==> src/shared/pattern_read_pkg.sv <==
package pattern_read_pkg;

	// ************************************************************
	// Command and mode register layout
	// ************************************************************
	localparam int ADDR_W = 14;
	localparam int BA_W = 3;
	localparam int DQ_W = 16;
	localparam int LAT_W = 5;

	localparam logic [BA_W-1:0] MR0_SEL = 3'h0;
	localparam logic [BA_W-1:0] MR1_SEL = 3'h1;
	localparam logic [BA_W-1:0] MR2_SEL = 3'h2;
	localparam logic [BA_W-1:0] MR3_SEL = 3'h3;

	// MR0 fields
	localparam int MR0_BL_LSB = 0;
	localparam logic [1:0] BL_FIXED8 = 2'h0;
	localparam logic [1:0] BL_OTF = 2'h1;
	localparam logic [1:0] BL_FIXED4 = 2'h2;
	localparam int MR0_CL_LSB = 4;
	localparam logic [LAT_W-1:0] CL_BASE = 5'h04;
	// MR1 fields
	localparam int MR1_DLL_OFF_BIT = 0;
	localparam int MR1_AL_LSB = 3;
	localparam logic [1:0] AL_ZERO = 2'h0;
	localparam logic [1:0] AL_CL_M1 = 2'h1;
	localparam logic [1:0] AL_CL_M2 = 2'h2;
	// MR2 fields
	localparam int MR2_CWL_LSB = 3;
	localparam logic [LAT_W-1:0] CWL_BASE = 5'h05;
	// MR3 fields
	localparam int MR3_PATTERN_EN_BIT = 2;
	localparam int MR3_LOC_LSB = 0;
	localparam logic [1:0] LOC_CALIBRATION = 2'h0;

	// Read address bits that still matter in pattern mode
	localparam int ADDR_HALF_BIT = 2;
	localparam int ADDR_CHOP_BIT = 12;

	// Only latencies the loop-disabled mode must support
	localparam logic [LAT_W-1:0] DLL_OFF_CL = 5'h06;
	localparam logic [LAT_W-1:0] DLL_OFF_CWL = 5'h06;

	// Calibration sequence, beat 0 in the LSB
	localparam logic [7:0] CAL_PATTERN = 8'haa;
	localparam logic [2:0] LAST_BEAT8 = 3'h7;
	localparam logic [2:0] LAST_BEAT4 = 3'h3;
	localparam logic [2:0] HALF_OFFSET = 3'h4;

	typedef struct packed {
		logic cs_n;
		logic ras_n;
		logic cas_n;
		logic we_n;
		logic [BA_W-1:0] ba;
		logic [ADDR_W-1:0] addr;
	} cmd_t;

	typedef struct packed {
		logic pattern;
		logic chop;
		logic upper_half;
		logic [1:0] loc;
	} launch_t;

	localparam int LAUNCH_W = $bits(launch_t);

endpackage : pattern_read_pkg

==> src/rtl/pattern_read_path.sv <==
// One beat per core_clk cycle: the double-rate serialiser sits outside.
module pattern_read_path
	import pattern_read_pkg::*;
#(
	parameter bit REPLICATE_BIT0 = 1'b1,
	parameter int LINE_DEPTH = 32
) (
	input wire logic core_clk,
	input wire logic srst,
	input wire cmd_t cmd,
	input wire logic [DQ_W-1:0] array_beat_data,
	output logic array_beat_req,
	output logic [2:0] array_beat_idx,
	output logic [DQ_W-1:0] dq_out,
	output logic dq_oe,
	output logic dqs_out,
	output logic dll_enable,
	output logic pattern_mode,
	output logic latency_unsupported,
	output logic cmd_refused
);

	// ************************************************************
	// Command decode
	// ************************************************************
	typedef enum logic [1:0] {
		ST_IDLE = 2'b01,
		ST_BURST = 2'b10
	} burst_state_t;

	function automatic logic [LAT_W-1:0] field_lat(input logic [2:0] code,
			input logic [LAT_W-1:0] base);
		field_lat = LAT_W'(code) + base;
	endfunction : field_lat

	function automatic logic is_cmd(input cmd_t c, input logic ras,
			input logic cas, input logic we);
		is_cmd = !c.cs_n && c.ras_n == ras && c.cas_n == cas && c.we_n == we;
	endfunction : is_cmd

	wire logic cmd_read = is_cmd(cmd, 1'b1, 1'b0, 1'b1);
	wire logic cmd_mrs = is_cmd(cmd, 1'b0, 1'b0, 1'b0);
	wire logic cmd_nop = is_cmd(cmd, 1'b1, 1'b1, 1'b1);
	wire logic cmd_other = !cmd.cs_n && !cmd_read && !cmd_mrs && !cmd_nop;

	logic [ADDR_W-1:0] mr0_q;
	logic [ADDR_W-1:0] mr1_q;
	logic [ADDR_W-1:0] mr2_q;
	logic [ADDR_W-1:0] mr3_q;

	always_ff @(posedge core_clk) begin
		if (srst) begin
			mr0_q <= '0;
			mr1_q <= '0;
			mr2_q <= '0;
			mr3_q <= '0;
		end else if (cmd_mrs) begin
			case (cmd.ba)
				MR0_SEL: mr0_q <= cmd.addr;
				MR1_SEL: mr1_q <= cmd.addr;
				MR2_SEL: mr2_q <= cmd.addr;
				MR3_SEL: mr3_q <= cmd.addr;
				default: ;
			endcase
		end
	end

	// ************************************************************
	// Latency and mode
	// ************************************************************
	wire logic dll_off = mr1_q[MR1_DLL_OFF_BIT];
	wire logic [1:0] bl_mode = mr0_q[MR0_BL_LSB +: 2];
	wire logic [LAT_W-1:0] cl = field_lat(mr0_q[MR0_CL_LSB +: 3], CL_BASE);
	wire logic [LAT_W-1:0] cwl = field_lat(mr2_q[MR2_CWL_LSB +: 3], CWL_BASE);
	wire logic [1:0] al_code = mr1_q[MR1_AL_LSB +: 2];
	wire logic [LAT_W-1:0] al = (al_code == AL_CL_M1) ? cl - 5'h01 :
		(al_code == AL_CL_M2) ? cl - 5'h02 : 5'h00;
	// Loop off: strobe referenced one cycle early
	wire logic [LAT_W-1:0] rl = al + cl - (dll_off ? 5'h01 : 5'h00);
	// Pattern and array reads share one latency line
	wire logic [LAT_W-1:0] line_lat = rl - 5'h01;

	assign dll_enable = !dll_off;
	assign pattern_mode = mr3_q[MR3_PATTERN_EN_BIT];
	assign latency_unsupported = dll_off &&
		(cl != DLL_OFF_CL || cwl != DLL_OFF_CWL);
	// Only reads, mode sets and no-operations are legal while patterns are served
	assign cmd_refused = pattern_mode && cmd_other;

	// Only A12 and A2 steer a read; the rest is dropped
	wire logic chop_sel = (bl_mode == BL_FIXED4) ||
		(bl_mode == BL_OTF && !cmd.addr[ADDR_CHOP_BIT]);
	launch_t launch_in;
	assign launch_in.pattern = pattern_mode;
	assign launch_in.chop = chop_sel;
	assign launch_in.upper_half = cmd.addr[ADDR_HALF_BIT];
	assign launch_in.loc = mr3_q[MR3_LOC_LSB +: 2];

	logic launch_valid;
	launch_t launch;

	read_latency_line #(
		.DEPTH(LINE_DEPTH),
		.W(LAUNCH_W)
	) u_line (
		.core_clk(core_clk),
		.srst(srst),
		.in_valid(cmd_read),
		.in_data(launch_in),
		.lat(line_lat),
		.out_valid(launch_valid),
		.out_data(launch)
	);

	// ************************************************************
	// Burst engine
	// ************************************************************
	burst_state_t state_q;
	burst_state_t state_d;
	logic [2:0] beat_q;
	logic [2:0] beat_d;
	logic [2:0] last_q;
	logic [2:0] last_d;
	logic pat_q;
	logic pat_d;
	logic [1:0] loc_q;
	logic [1:0] loc_d;
	logic [DQ_W-1:0] dq_d;

	wire logic beat_run = (state_q == ST_BURST) && beat_q != last_q;
	// A new launch restarts the engine, even mid-burst
	wire logic beat_load = launch_valid || beat_run;

	always_comb begin
		state_d = state_q;
		beat_d = beat_q;
		last_d = last_q;
		pat_d = pat_q;
		loc_d = loc_q;
		case (state_q)
			ST_IDLE, ST_BURST: begin
				if (launch_valid) begin
					state_d = ST_BURST;
					pat_d = launch.pattern;
					loc_d = launch.loc;
					beat_d = (launch.chop && launch.upper_half) ?
						HALF_OFFSET : 3'h0;
					last_d = launch.chop ?
						beat_d + LAST_BEAT4 : LAST_BEAT8;
				end else if (beat_run) begin
					beat_d = beat_q + 3'h1;
				end else begin
					state_d = ST_IDLE;
				end
			end
			default: state_d = ST_IDLE;
		endcase
	end

	// Reserved locations read zero; the controller must not rely on it
	wire logic [7:0] loc_pattern = (loc_d == LOC_CALIBRATION) ?
		CAL_PATTERN : 8'h00;
	wire logic pat_bit = loc_pattern[beat_d];
	wire logic [7:0] lane = {{7{REPLICATE_BIT0 & pat_bit}}, pat_bit};

	assign array_beat_req = beat_load && !pat_d;
	assign array_beat_idx = beat_d;
	assign dq_d = pat_d ? {lane, lane} : array_beat_data;

	always_ff @(posedge core_clk) begin
		if (srst) begin
			state_q <= ST_IDLE;
			beat_q <= 3'h0;
			last_q <= 3'h0;
			pat_q <= 1'b0;
			loc_q <= 2'h0;
			dq_out <= '0;
			dq_oe <= 1'b0;
			dqs_out <= 1'b0;
		end else begin
			state_q <= state_d;
			beat_q <= beat_d;
			last_q <= last_d;
			pat_q <= pat_d;
			loc_q <= loc_d;
			dq_out <= beat_load ? dq_d : '0;
			dq_oe <= beat_load;
			dqs_out <= beat_load && !beat_d[0];
		end
	end
endmodule : pattern_read_path

==> src/rtl/read_latency_line.sv <==
// Fixed-depth delay line with a selectable tap; output is registered, so
// the total delay from in_valid to out_valid is exactly lat cycles for lat of two or more.
module read_latency_line
	import pattern_read_pkg::*;
#(
	parameter int DEPTH = 32,
	parameter int W = LAUNCH_W
) (
	input wire logic core_clk,
	input wire logic srst,
	input wire logic in_valid,
	input wire logic [W-1:0] in_data,
	input wire logic [LAT_W-1:0] lat,
	output logic out_valid,
	output logic [W-1:0] out_data
);

	logic [DEPTH-1:0] vld_q;
	logic [W-1:0] dat_q [DEPTH];
	logic [LAT_W-1:0] tap;

	// Latencies below two are never programmed; clamp keeps the index legal
	assign tap = (lat < 5'h02) ? 5'h00 : lat - 5'h02;

	always_ff @(posedge core_clk) begin
		if (srst) begin
			vld_q <= '0;
			out_valid <= 1'b0;
		end else begin
			vld_q <= {vld_q[DEPTH-2:0], in_valid};
			out_valid <= vld_q[tap];
		end
	end

	always_ff @(posedge core_clk) begin
		dat_q[0] <= in_data;
		for (int i = 1; i < DEPTH; i++) begin
			dat_q[i] <= dat_q[i-1];
		end
		out_data <= dat_q[tap];
	end

endmodule : read_latency_line

==> config.mk <==
export PLATFORM = sky130hd
export DESIGN_NAME = pattern_read_path
export DESIGN_NICKNAME = d
export VERILOG_FILES = /design/src/shared/pattern_read_pkg.sv /design/src/rtl/pattern_read_path.sv /design/src/rtl/read_latency_line.sv
export SDC_FILE = /design/constraint.sdc
export NUM_CORES = 1
export LEC_CHECK = 0
export BUFFER_PORTS_ARGS = -buffer_cell sky130_fd_sc_hd__buf_2
export CAP_MARGIN = 20
export CORE_UTILIZATION = 35
export CTS_BUF_LIST = sky130_fd_sc_hd__clkbuf_4
export CTS_CLUSTER_SIZE = 20
export DETAILED_ROUTE_END_ITERATION = 16
export GPL_TIMING_DRIVEN = 0
export PLACE_DENSITY_LB_ADDON = 0.2
export SETUP_SLACK_MARGIN = 0.4
export SYNTH_ARGS = -nofsm -noshare
export SYNTH_HDL_FRONTEND = slang
export SYNTH_SLANG_ARGS = --single-unit
==> constraint.sdc <==
create_clock -name core_clk -period 12.24 [get_ports core_clk]
set_input_delay 0.612 -clock core_clk [delete_from_list [all_inputs] [get_ports core_clk]]
set_output_delay 0.612 -clock core_clk [all_outputs]
set_load 0.02 [all_outputs]
# [Word level (Yosys, flattened, before mapping)]
# Memories as Yosys holds them, arrays and structs flattened. A register that Yosys moved wholly into a read port is not among the register bits.
# Cells that the tools add are included.
[op_classes] addsub=10 magnitude_cmp=3 n_eq_ne=13 muxes=21 n_bitwise=5 reduce_logical=39
[op_table] op="logical AND 1 bit" count=18
[op_table] op="2-to-1 mux 16 bit" count=1
[op_table] op="2-to-1 mux 3 bit" count=5
[op_table] op="2-to-1 mux 5 bit" count=3
[op_table] op="AND reduction 2 bit" count=5
[op_table] op="adder 3 x 3 -> 4 bit, second input constant" count=2
[op_table] op="zero test 1 bit" count=8
[op_table] op="2-to-1 mux 2 bit" count=4
[op_table] op="2-to-1 mux 8 bit" count=1
[op_table] op="inequality test 4 x 3 -> 1 bit, second input constant" count=2
[op_table] op="== test 2 x 1 -> 1 bit, second input constant" count=3
[op_table] op="== test 2 bit, second input constant" count=3
[op_table] op="== test 3 x 2 -> 1 bit, second input constant" count=2
[op_table] op="< comparator 5 x 6 -> 1 bit, second input constant" count=1
[op_table] op="OR reduction 2 bit" count=3
[op_table] op="adder 5 x 4 -> 5 bit" count=1
[op_table] op="binary-select mux 1 bit (select 5 bit)" count=1
[op_table] op="< comparator 5 x 2 -> 1 bit, second input constant" count=1
[op_table] op="2-to-1 mux 1 bit" count=5
[op_table] op="inverter 1 bit" count=5
[op_table] op="subtractor 4 x 1 -> 5 bit, second input constant" count=1
[op_table] op="subtractor 4 x 2 -> 5 bit, second input constant" count=1
[op_table] op="subtractor 5 x 1 -> 5 bit" count=1
[op_table] op="subtractor 5 x 1 -> 5 bit, second input constant" count=1
[op_table] op="11 further kinds" count=13
[totals] register_bits=83 mem_bits_rw=160 inputBits=39 output_inout_bits=26 n_memories=1
[memory_table] memory="u_line.dat_q" depth=32 word_bits=5 rd=32 rd_ports_with_merged_regs=1 write_ports=32 line="read_latency_line.sv:19" rtl="logic [W-1:0] dat_q [DEPTH];"

# [Logic depth before layout (Yosys ltp)]
[depth] ltp_word=11 ltp_mapped=19 mapped_depth_nobuf=16

# [By module]
# Synthesis repeated with hierarchy kept, for this count alone.
[hier_totals] cells_unflattened=705 hier_area_um2=8491.9
[by_module_without_submodules] module="read_latency_line" n_inst=1 cells_each=476 area_each_um2=6212.2 seq_area_each_um2=3963.8
[by_module_without_submodules] module="pattern_read_path" n_inst=1 cells_each=229 area_each_um2=2279.7 seq_area_each_um2=840.8

# [Least setup slack after synthesis]
# OpenSTA, ideal clock, no wires.
[synth_path] path_type="flip-flop to flip-flop" from="register mr0_q[4]" to="register u_line.out_data[0] (read register of u_line.dat_q)" setup_ps=128 arrival_time_ps=3774 slack_ps=8339 path_stages_with_launch=17 n_path_buf=2 synth_period_minus_slack_ps=3901 path_cell_list="dfxtp_1 > inv_1 > ha_1 > o22a_1 > ha_1 > inv_1 > ha_1 > fa_1 > inv_1 > ha_1 > clkbuf_1 > clkbuf_1 > mux2_2 > o21ai_0 > o32ai_1 > a221oi_1 > mux2i_1"
[synth_via] elab_chain_cells=9
[synth_rtl] item="from (decl)" line="pattern_read_path.sv:46" rtl="logic [ADDR_W-1:0] mr0_q;"
[synth_rtl] item="from (signal assigned)" line="pattern_read_path.sv:59" rtl="MR0_SEL: mr0_q <= cmd.addr;"
[synth_rtl] item="adder 3 x 3 -> 4 bit (*)" line="pattern_read_path.sv:33" rtl="field_lat = LAT_W'(code) + base;"
[synth_rtl] item="subtractor 4 x 2 -> 5 bit" line="pattern_read_path.sv:77" rtl="(al_code == AL_CL_M2) ? cl - 5'h02 : 5'h00;"
[synth_rtl] item="2-to-1 mux 5 bit" line="pattern_read_path.sv:77"
[synth_rtl] item="2-to-1 mux 5 bit" line="pattern_read_path.sv:76" rtl="wire logic [LAT_W-1:0] al = (al_code == AL_CL_M1) ? cl - 5'h01 :"
[synth_rtl] item="adder 5 x 4 -> 5 bit (*)" line="pattern_read_path.sv:79" rtl="wire logic [LAT_W-1:0] rl = al + cl - (dll_off ? 5'h01 : 5'h00);"
[synth_rtl] item="subtractor 5 x 1 -> 5 bit (*)" line="pattern_read_path.sv:79"
[synth_rtl] item="subtractor 5 x 1 -> 5 bit (*)" line="pattern_read_path.sv:81" rtl="wire logic [LAT_W-1:0] line_lat = rl - 5'h01;"
[synth_rtl] item="subtractor 5 x 2 -> 5 bit or < comparator 5 x 2 -> 1 bit (tied branches)" line="read_latency_line.sv:23" rtl="assign tap = (lat < 5'h02) ? 5'h00 : lat - 5'h02;"
[synth_rtl] item="2-to-1 mux 5 bit (*)" line="read_latency_line.sv:23"
[synth_rtl] item="to (decl)" line="read_latency_line.sv:15" rtl="output logic [W-1:0] out_data"
# Every way passes the cells marked *; elsewhere a longest branch is shown, timed or not.
# A chain may end at the register's enable or synchronous reset.

# [Worst setup path after layout]
[layout_path] from="register mr0_q[4]" to="register u_line.out_valid"
[layout_via] elab_chain_cells=11
[layout_rtl] item="adder 3 x 3 -> 4 bit (*)" line="pattern_read_path.sv:33"
[layout_rtl] item="subtractor 4 x 2 -> 5 bit" line="pattern_read_path.sv:77"
[layout_rtl] item="2-to-1 mux 5 bit" line="pattern_read_path.sv:77"
[layout_rtl] item="2-to-1 mux 5 bit" line="pattern_read_path.sv:76"
[layout_rtl] item="adder 5 x 4 -> 5 bit (*)" line="pattern_read_path.sv:79"
[layout_rtl] item="subtractor 5 x 1 -> 5 bit (*)" line="pattern_read_path.sv:79"
[layout_rtl] item="subtractor 5 x 1 -> 5 bit (*)" line="pattern_read_path.sv:81"
[layout_rtl] item="subtractor 5 x 2 -> 5 bit or < comparator 5 x 2 -> 1 bit (tied branches)" line="read_latency_line.sv:23"
[layout_rtl] item="2-to-1 mux 5 bit (*)" line="read_latency_line.sv:23"
[layout_rtl] item="binary-select mux 1 bit (select 5 bit) (*)" line="read_latency_line.sv:31" rtl="out_valid <= vld_q[tap];"
[layout_rtl] item="2-to-1 mux 1 bit (implied by the code) (*)" line="read_latency_line.sv:31"
[layout_rtl] item="to (signal assigned)" line="read_latency_line.sv:31"
[layout_rtl] item="to (decl)" line="read_latency_line.sv:14" rtl="output logic out_valid,"
# Every way passes the cells marked *; elsewhere a longest branch is shown, timed or not. The select of a mux whose other input is x is not followed.

==> flow_summary_export.csv <==
group,metric,value,unit
floorplanning,die_area,24300,sq um
hold_path,hp-class,"in -> reg",
cts,cts_inserted_buffers,60,
placed_design,dpl.hpwl,13060,microns
timing,fmaxAchievable,203.3,MHz
route,via_per_inst,4.804,
finish,nets,882,
global_route,grt_max_degree,18,
run,maxCapViolCount,0,
synthesis,synth_top_family_by_area,"compound AO/OA/AOI/OAI gates",
cts,cts_tree,"yes",
cts,htree_levels,2,
route,wire_per_inst,16.27,microns
cts,clk_latency,0.69,ns
floorplanning,coreArea,22920,sq um
timing,tightest_slew,1.028,ns
synthesis,synth_ff_type,"dfxtp_1",
timing,finalCritPeriodShare,40.19,%
synthesis,syn_nets,761,
placed_design,port_buffers,58,
synthesis,synthSimpleGateAreaFrac,11.43,%
timing,fin_hold_ws,0.08983,ns
global_route,antenna_found_initial,1,
synthesis,synth_area_per_cell,11.74,sq um
timing,setup_violations,0,
pwr,power_density,154.2,nW/um^2
finish,drive_above_1_share,24.45,%
synthesis,synth_cell_type_count,65,
synthesis,synthArstFlopShare,0,%
synthesis,synth_cells,706,
cts,post_cts_resized,0,
worst_setup_path,end_kind,"flop",
timing,fin_skew,0.05556,ns
route,postRouteAntennaNets,0,
cts,clkTransAtPathRegs,0.06,ns
finish,layout_commonest_cell,"dfxtp_1",
outcome,outcome,"completed",
synthesis,synth_fa_ha_area_share,2.597,%
floorplanning,ios,65,
route,wirelength,19220,microns
floorplanning,die_h,155.9,microns
timing,fin_crit,4.919,ns
floorplanning,rows,55,
synthesis,ys_seq_area_share,57.97,%
synthesis,synth-warning-count,0,
route,drtIter0Drc,226,
synthesis,synth-compound-area-share,12.74,%
worst_setup_path,cp_max_fo,10,
synthesis,synthMuxAreaShare,11.49,%
global_route,track_usage,16.41,%
timing,rsz0062_at_grt,"no",
synthesis,synth_edf_count,0,
cts,cts_buffer_depth,3,
cts,cts_setup_buffers,0,
global_route,grt_pass1_wl,30680,microns
route,vias,5674,
finish,final_cell_mix,"240 x dfxtp_1, 80 x clkbuf_4, 63 x buf_2",
floorplanning,initial_core_util,36.17,%
route,drc,0,
synthesis,ys_ff_latch,240,
pwr,peakVddDrop,0.08592,mV
finish,area_delta_synth_final,17.10,%
worst_setup_path,critPathLaunchType,"flop",
placed_design,gp_congestion,0.7553,
worst_setup_path,cp_data_required_time,12.81,ns
pwr,p_leak,4.045,nW
floorplanning,dieWidth,155.9,microns
cts,holdBufCountCts,0,
synthesis,synth_xor_area_share,0.8605,%
cts,root_buffer,"clkbuf_4",
timing,maxSlewHeadroom,30.93,%
timing,tns,0,ns
route,first_pass_iters,5,
synthesis,netlist_area,8288,sq um
worst_setup_path,worst-setup-path-type,"reg -> reg",
timing,final-hold-violation-count,0,
global_route,grt_pass1_vias,5790,
cts,cts_num_sinks,240,
worst_setup_path,worstPathArrival,5.49,ns
timing,finalMaxSlewViolations,0,
global_route,gr-total-overflow,0,
==> synth_stat cells (3+ instances only) <==
cell | number | area (sq um)
ha_1 | 14 | 175.2
nor2b_1 | 50 | 312.8
buf_6 | 5 | 56.30
nand2_1 | 44 | 165.2
a221o_2 | 4 | 45.04
mux2i_1 | 40 | 400.4
nor4b_1 | 4 | 35.03
xnor2_1 | 4 | 35.03
buf_1 | 3 | 11.26
o32ai_1 | 6 | 52.55
buf_2 | 4 | 20.02
mux4_1 | 3 | 78.83
nor3_1 | 10 | 50.05
mux2_2 | 22 | 247.7
a2111oi_0 | 4 | 35.03
clkbuf_1 | 21 | 78.83
nor2_1 | 49 | 183.9
o221ai_1 | 5 | 43.79
o22ai_1 | 5 | 31.28
a21oi_1 | 27 | 135.1
dfxtp_1 | 240 | 4805
a211oi_1 | 9 | 67.56
nand2b_1 | 7 | 43.79
o21ai_0 | 18 | 90.09
a41oi_1 | 3 | 26.28
inv_1 | 19 | 71.32
o22a_1 | 7 | 61.31
a221oi_1 | 17 | 148.9
a22o_1 | 4 | 35.03
nand3_1 | 8 | 40.04
mux4_2 | 10 | 225.2
==> sequential cells by signal (all words and copies together) (netlist names), 2 cells and up <==
| name | cells |
|---|---|
| mr1_q | 3 |
| state_q | 2 |
| u_line.dat_q | 160 |
| mr3_q | 3 |
| mr2_q | 3 |
| loc_q | 2 |
| mr0_q | 5 |
| u_line.out_data | 5 |
| dq_out | 16 |
| beat_q | 3 |
| last_q | 2 |
| u_line.vld_q | 32 |
==> where the power goes <==
group	leakage, nW	internal [mW]	total, mW	switching [mW]
Combinational	1.67	0.0241	0.0604	0.0364
Clock	0.427	0.325	0.638	0.313
Sequential	1.95	0.792	0.798	0.00549
==> worst max-delay path, cell delays in order, from the launching register on <==
cell      delay (ns)
dfxtp_1         0.45
inv_1           0.10
ha_1            0.29
o22a_1          0.17
ha_1            0.27
inv_1           0.04
ha_1            0.22
fa_1            0.49
inv_1           0.06
ha_1            0.27
clkbuf_1        0.39
clkbuf_1        0.60
clkbuf_1        0.53
o21ai_0         0.19
a221oi_1        0.32
o32ai_1         0.16
o32ai_1         0.29
==> layer usage <==
metal | vias to the layer above | global-route usage, % | wire length [microns]
li1 | 2815 | - | -
met3 | 26 | 4.361 | 1186
met1 | 2678 | 22.15 | 9155
met2 | 155 | 25.32 | 8581
met4 | 0 | 5.556 | 293
met5 | - | 0 | 0
==> stage by stage <==
step	util, %	instance area [sq um]	setup slack (ns)	cells	power [mW]
after detailed placement	39.14	8970	7.241	1077	0.8758
final	42.35	9706	7.321	1181	1.496
after CTS	42.32	9698	7.205	1179	1.521
after global placement	39.14	8970	7.216	1077	0.8759
after global routing	42.35	9706	6.882	1181	1.570
after floorplan	-	8288	8.339	706	0.8521
==> cell families (layout without fill, tap and decap cells) <==
kind of cell	Yosys count	count (layout)
XOR/XNOR	6	6
adder cells (fa/ha/maj)	16	16
multiplexers	75	75
buffers and inverters	53	214
other	0	1
AO/OA/AOI/OAI	131	131
AND/OR/NAND/NOR	185	185
flip-flops	240	240
==> layout make-up <==
cell class,count,area [sq um]
diodes,1,2.502
multi-input cells,413,3242
repair buffers,59,295.3
clock buffers,80,600.6
plain buffers,33,166.4
well taps,313,391.6
fillers,2246,13210
clock inverters,22,127.6
inverters,20,75.07
flip-flops and latches,240,4805
==> worst paths after layout <==
kind / cells past startpoint / from / slack (ns) / end
min reg2reg: 0 / u_line.dat_q[4][1]$_DFF_P_ / 0.30 / u_line.dat_q[5][1]$_DFF_P_
max reg2reg: 16 / mr0_q[4]$_SDFFE_PP0P_ / 7.32 / u_line.out_valid$_SDFF_PP0_
max: 16 / mr0_q[4]$_SDFFE_PP0P_ / 7.32 / u_line.out_valid$_SDFF_PP0_
min: 1 / cmd[2] / 0.09 / u_line.dat_q[0][2]$_DFF_P_
Power figures use the tool's default switching activity.
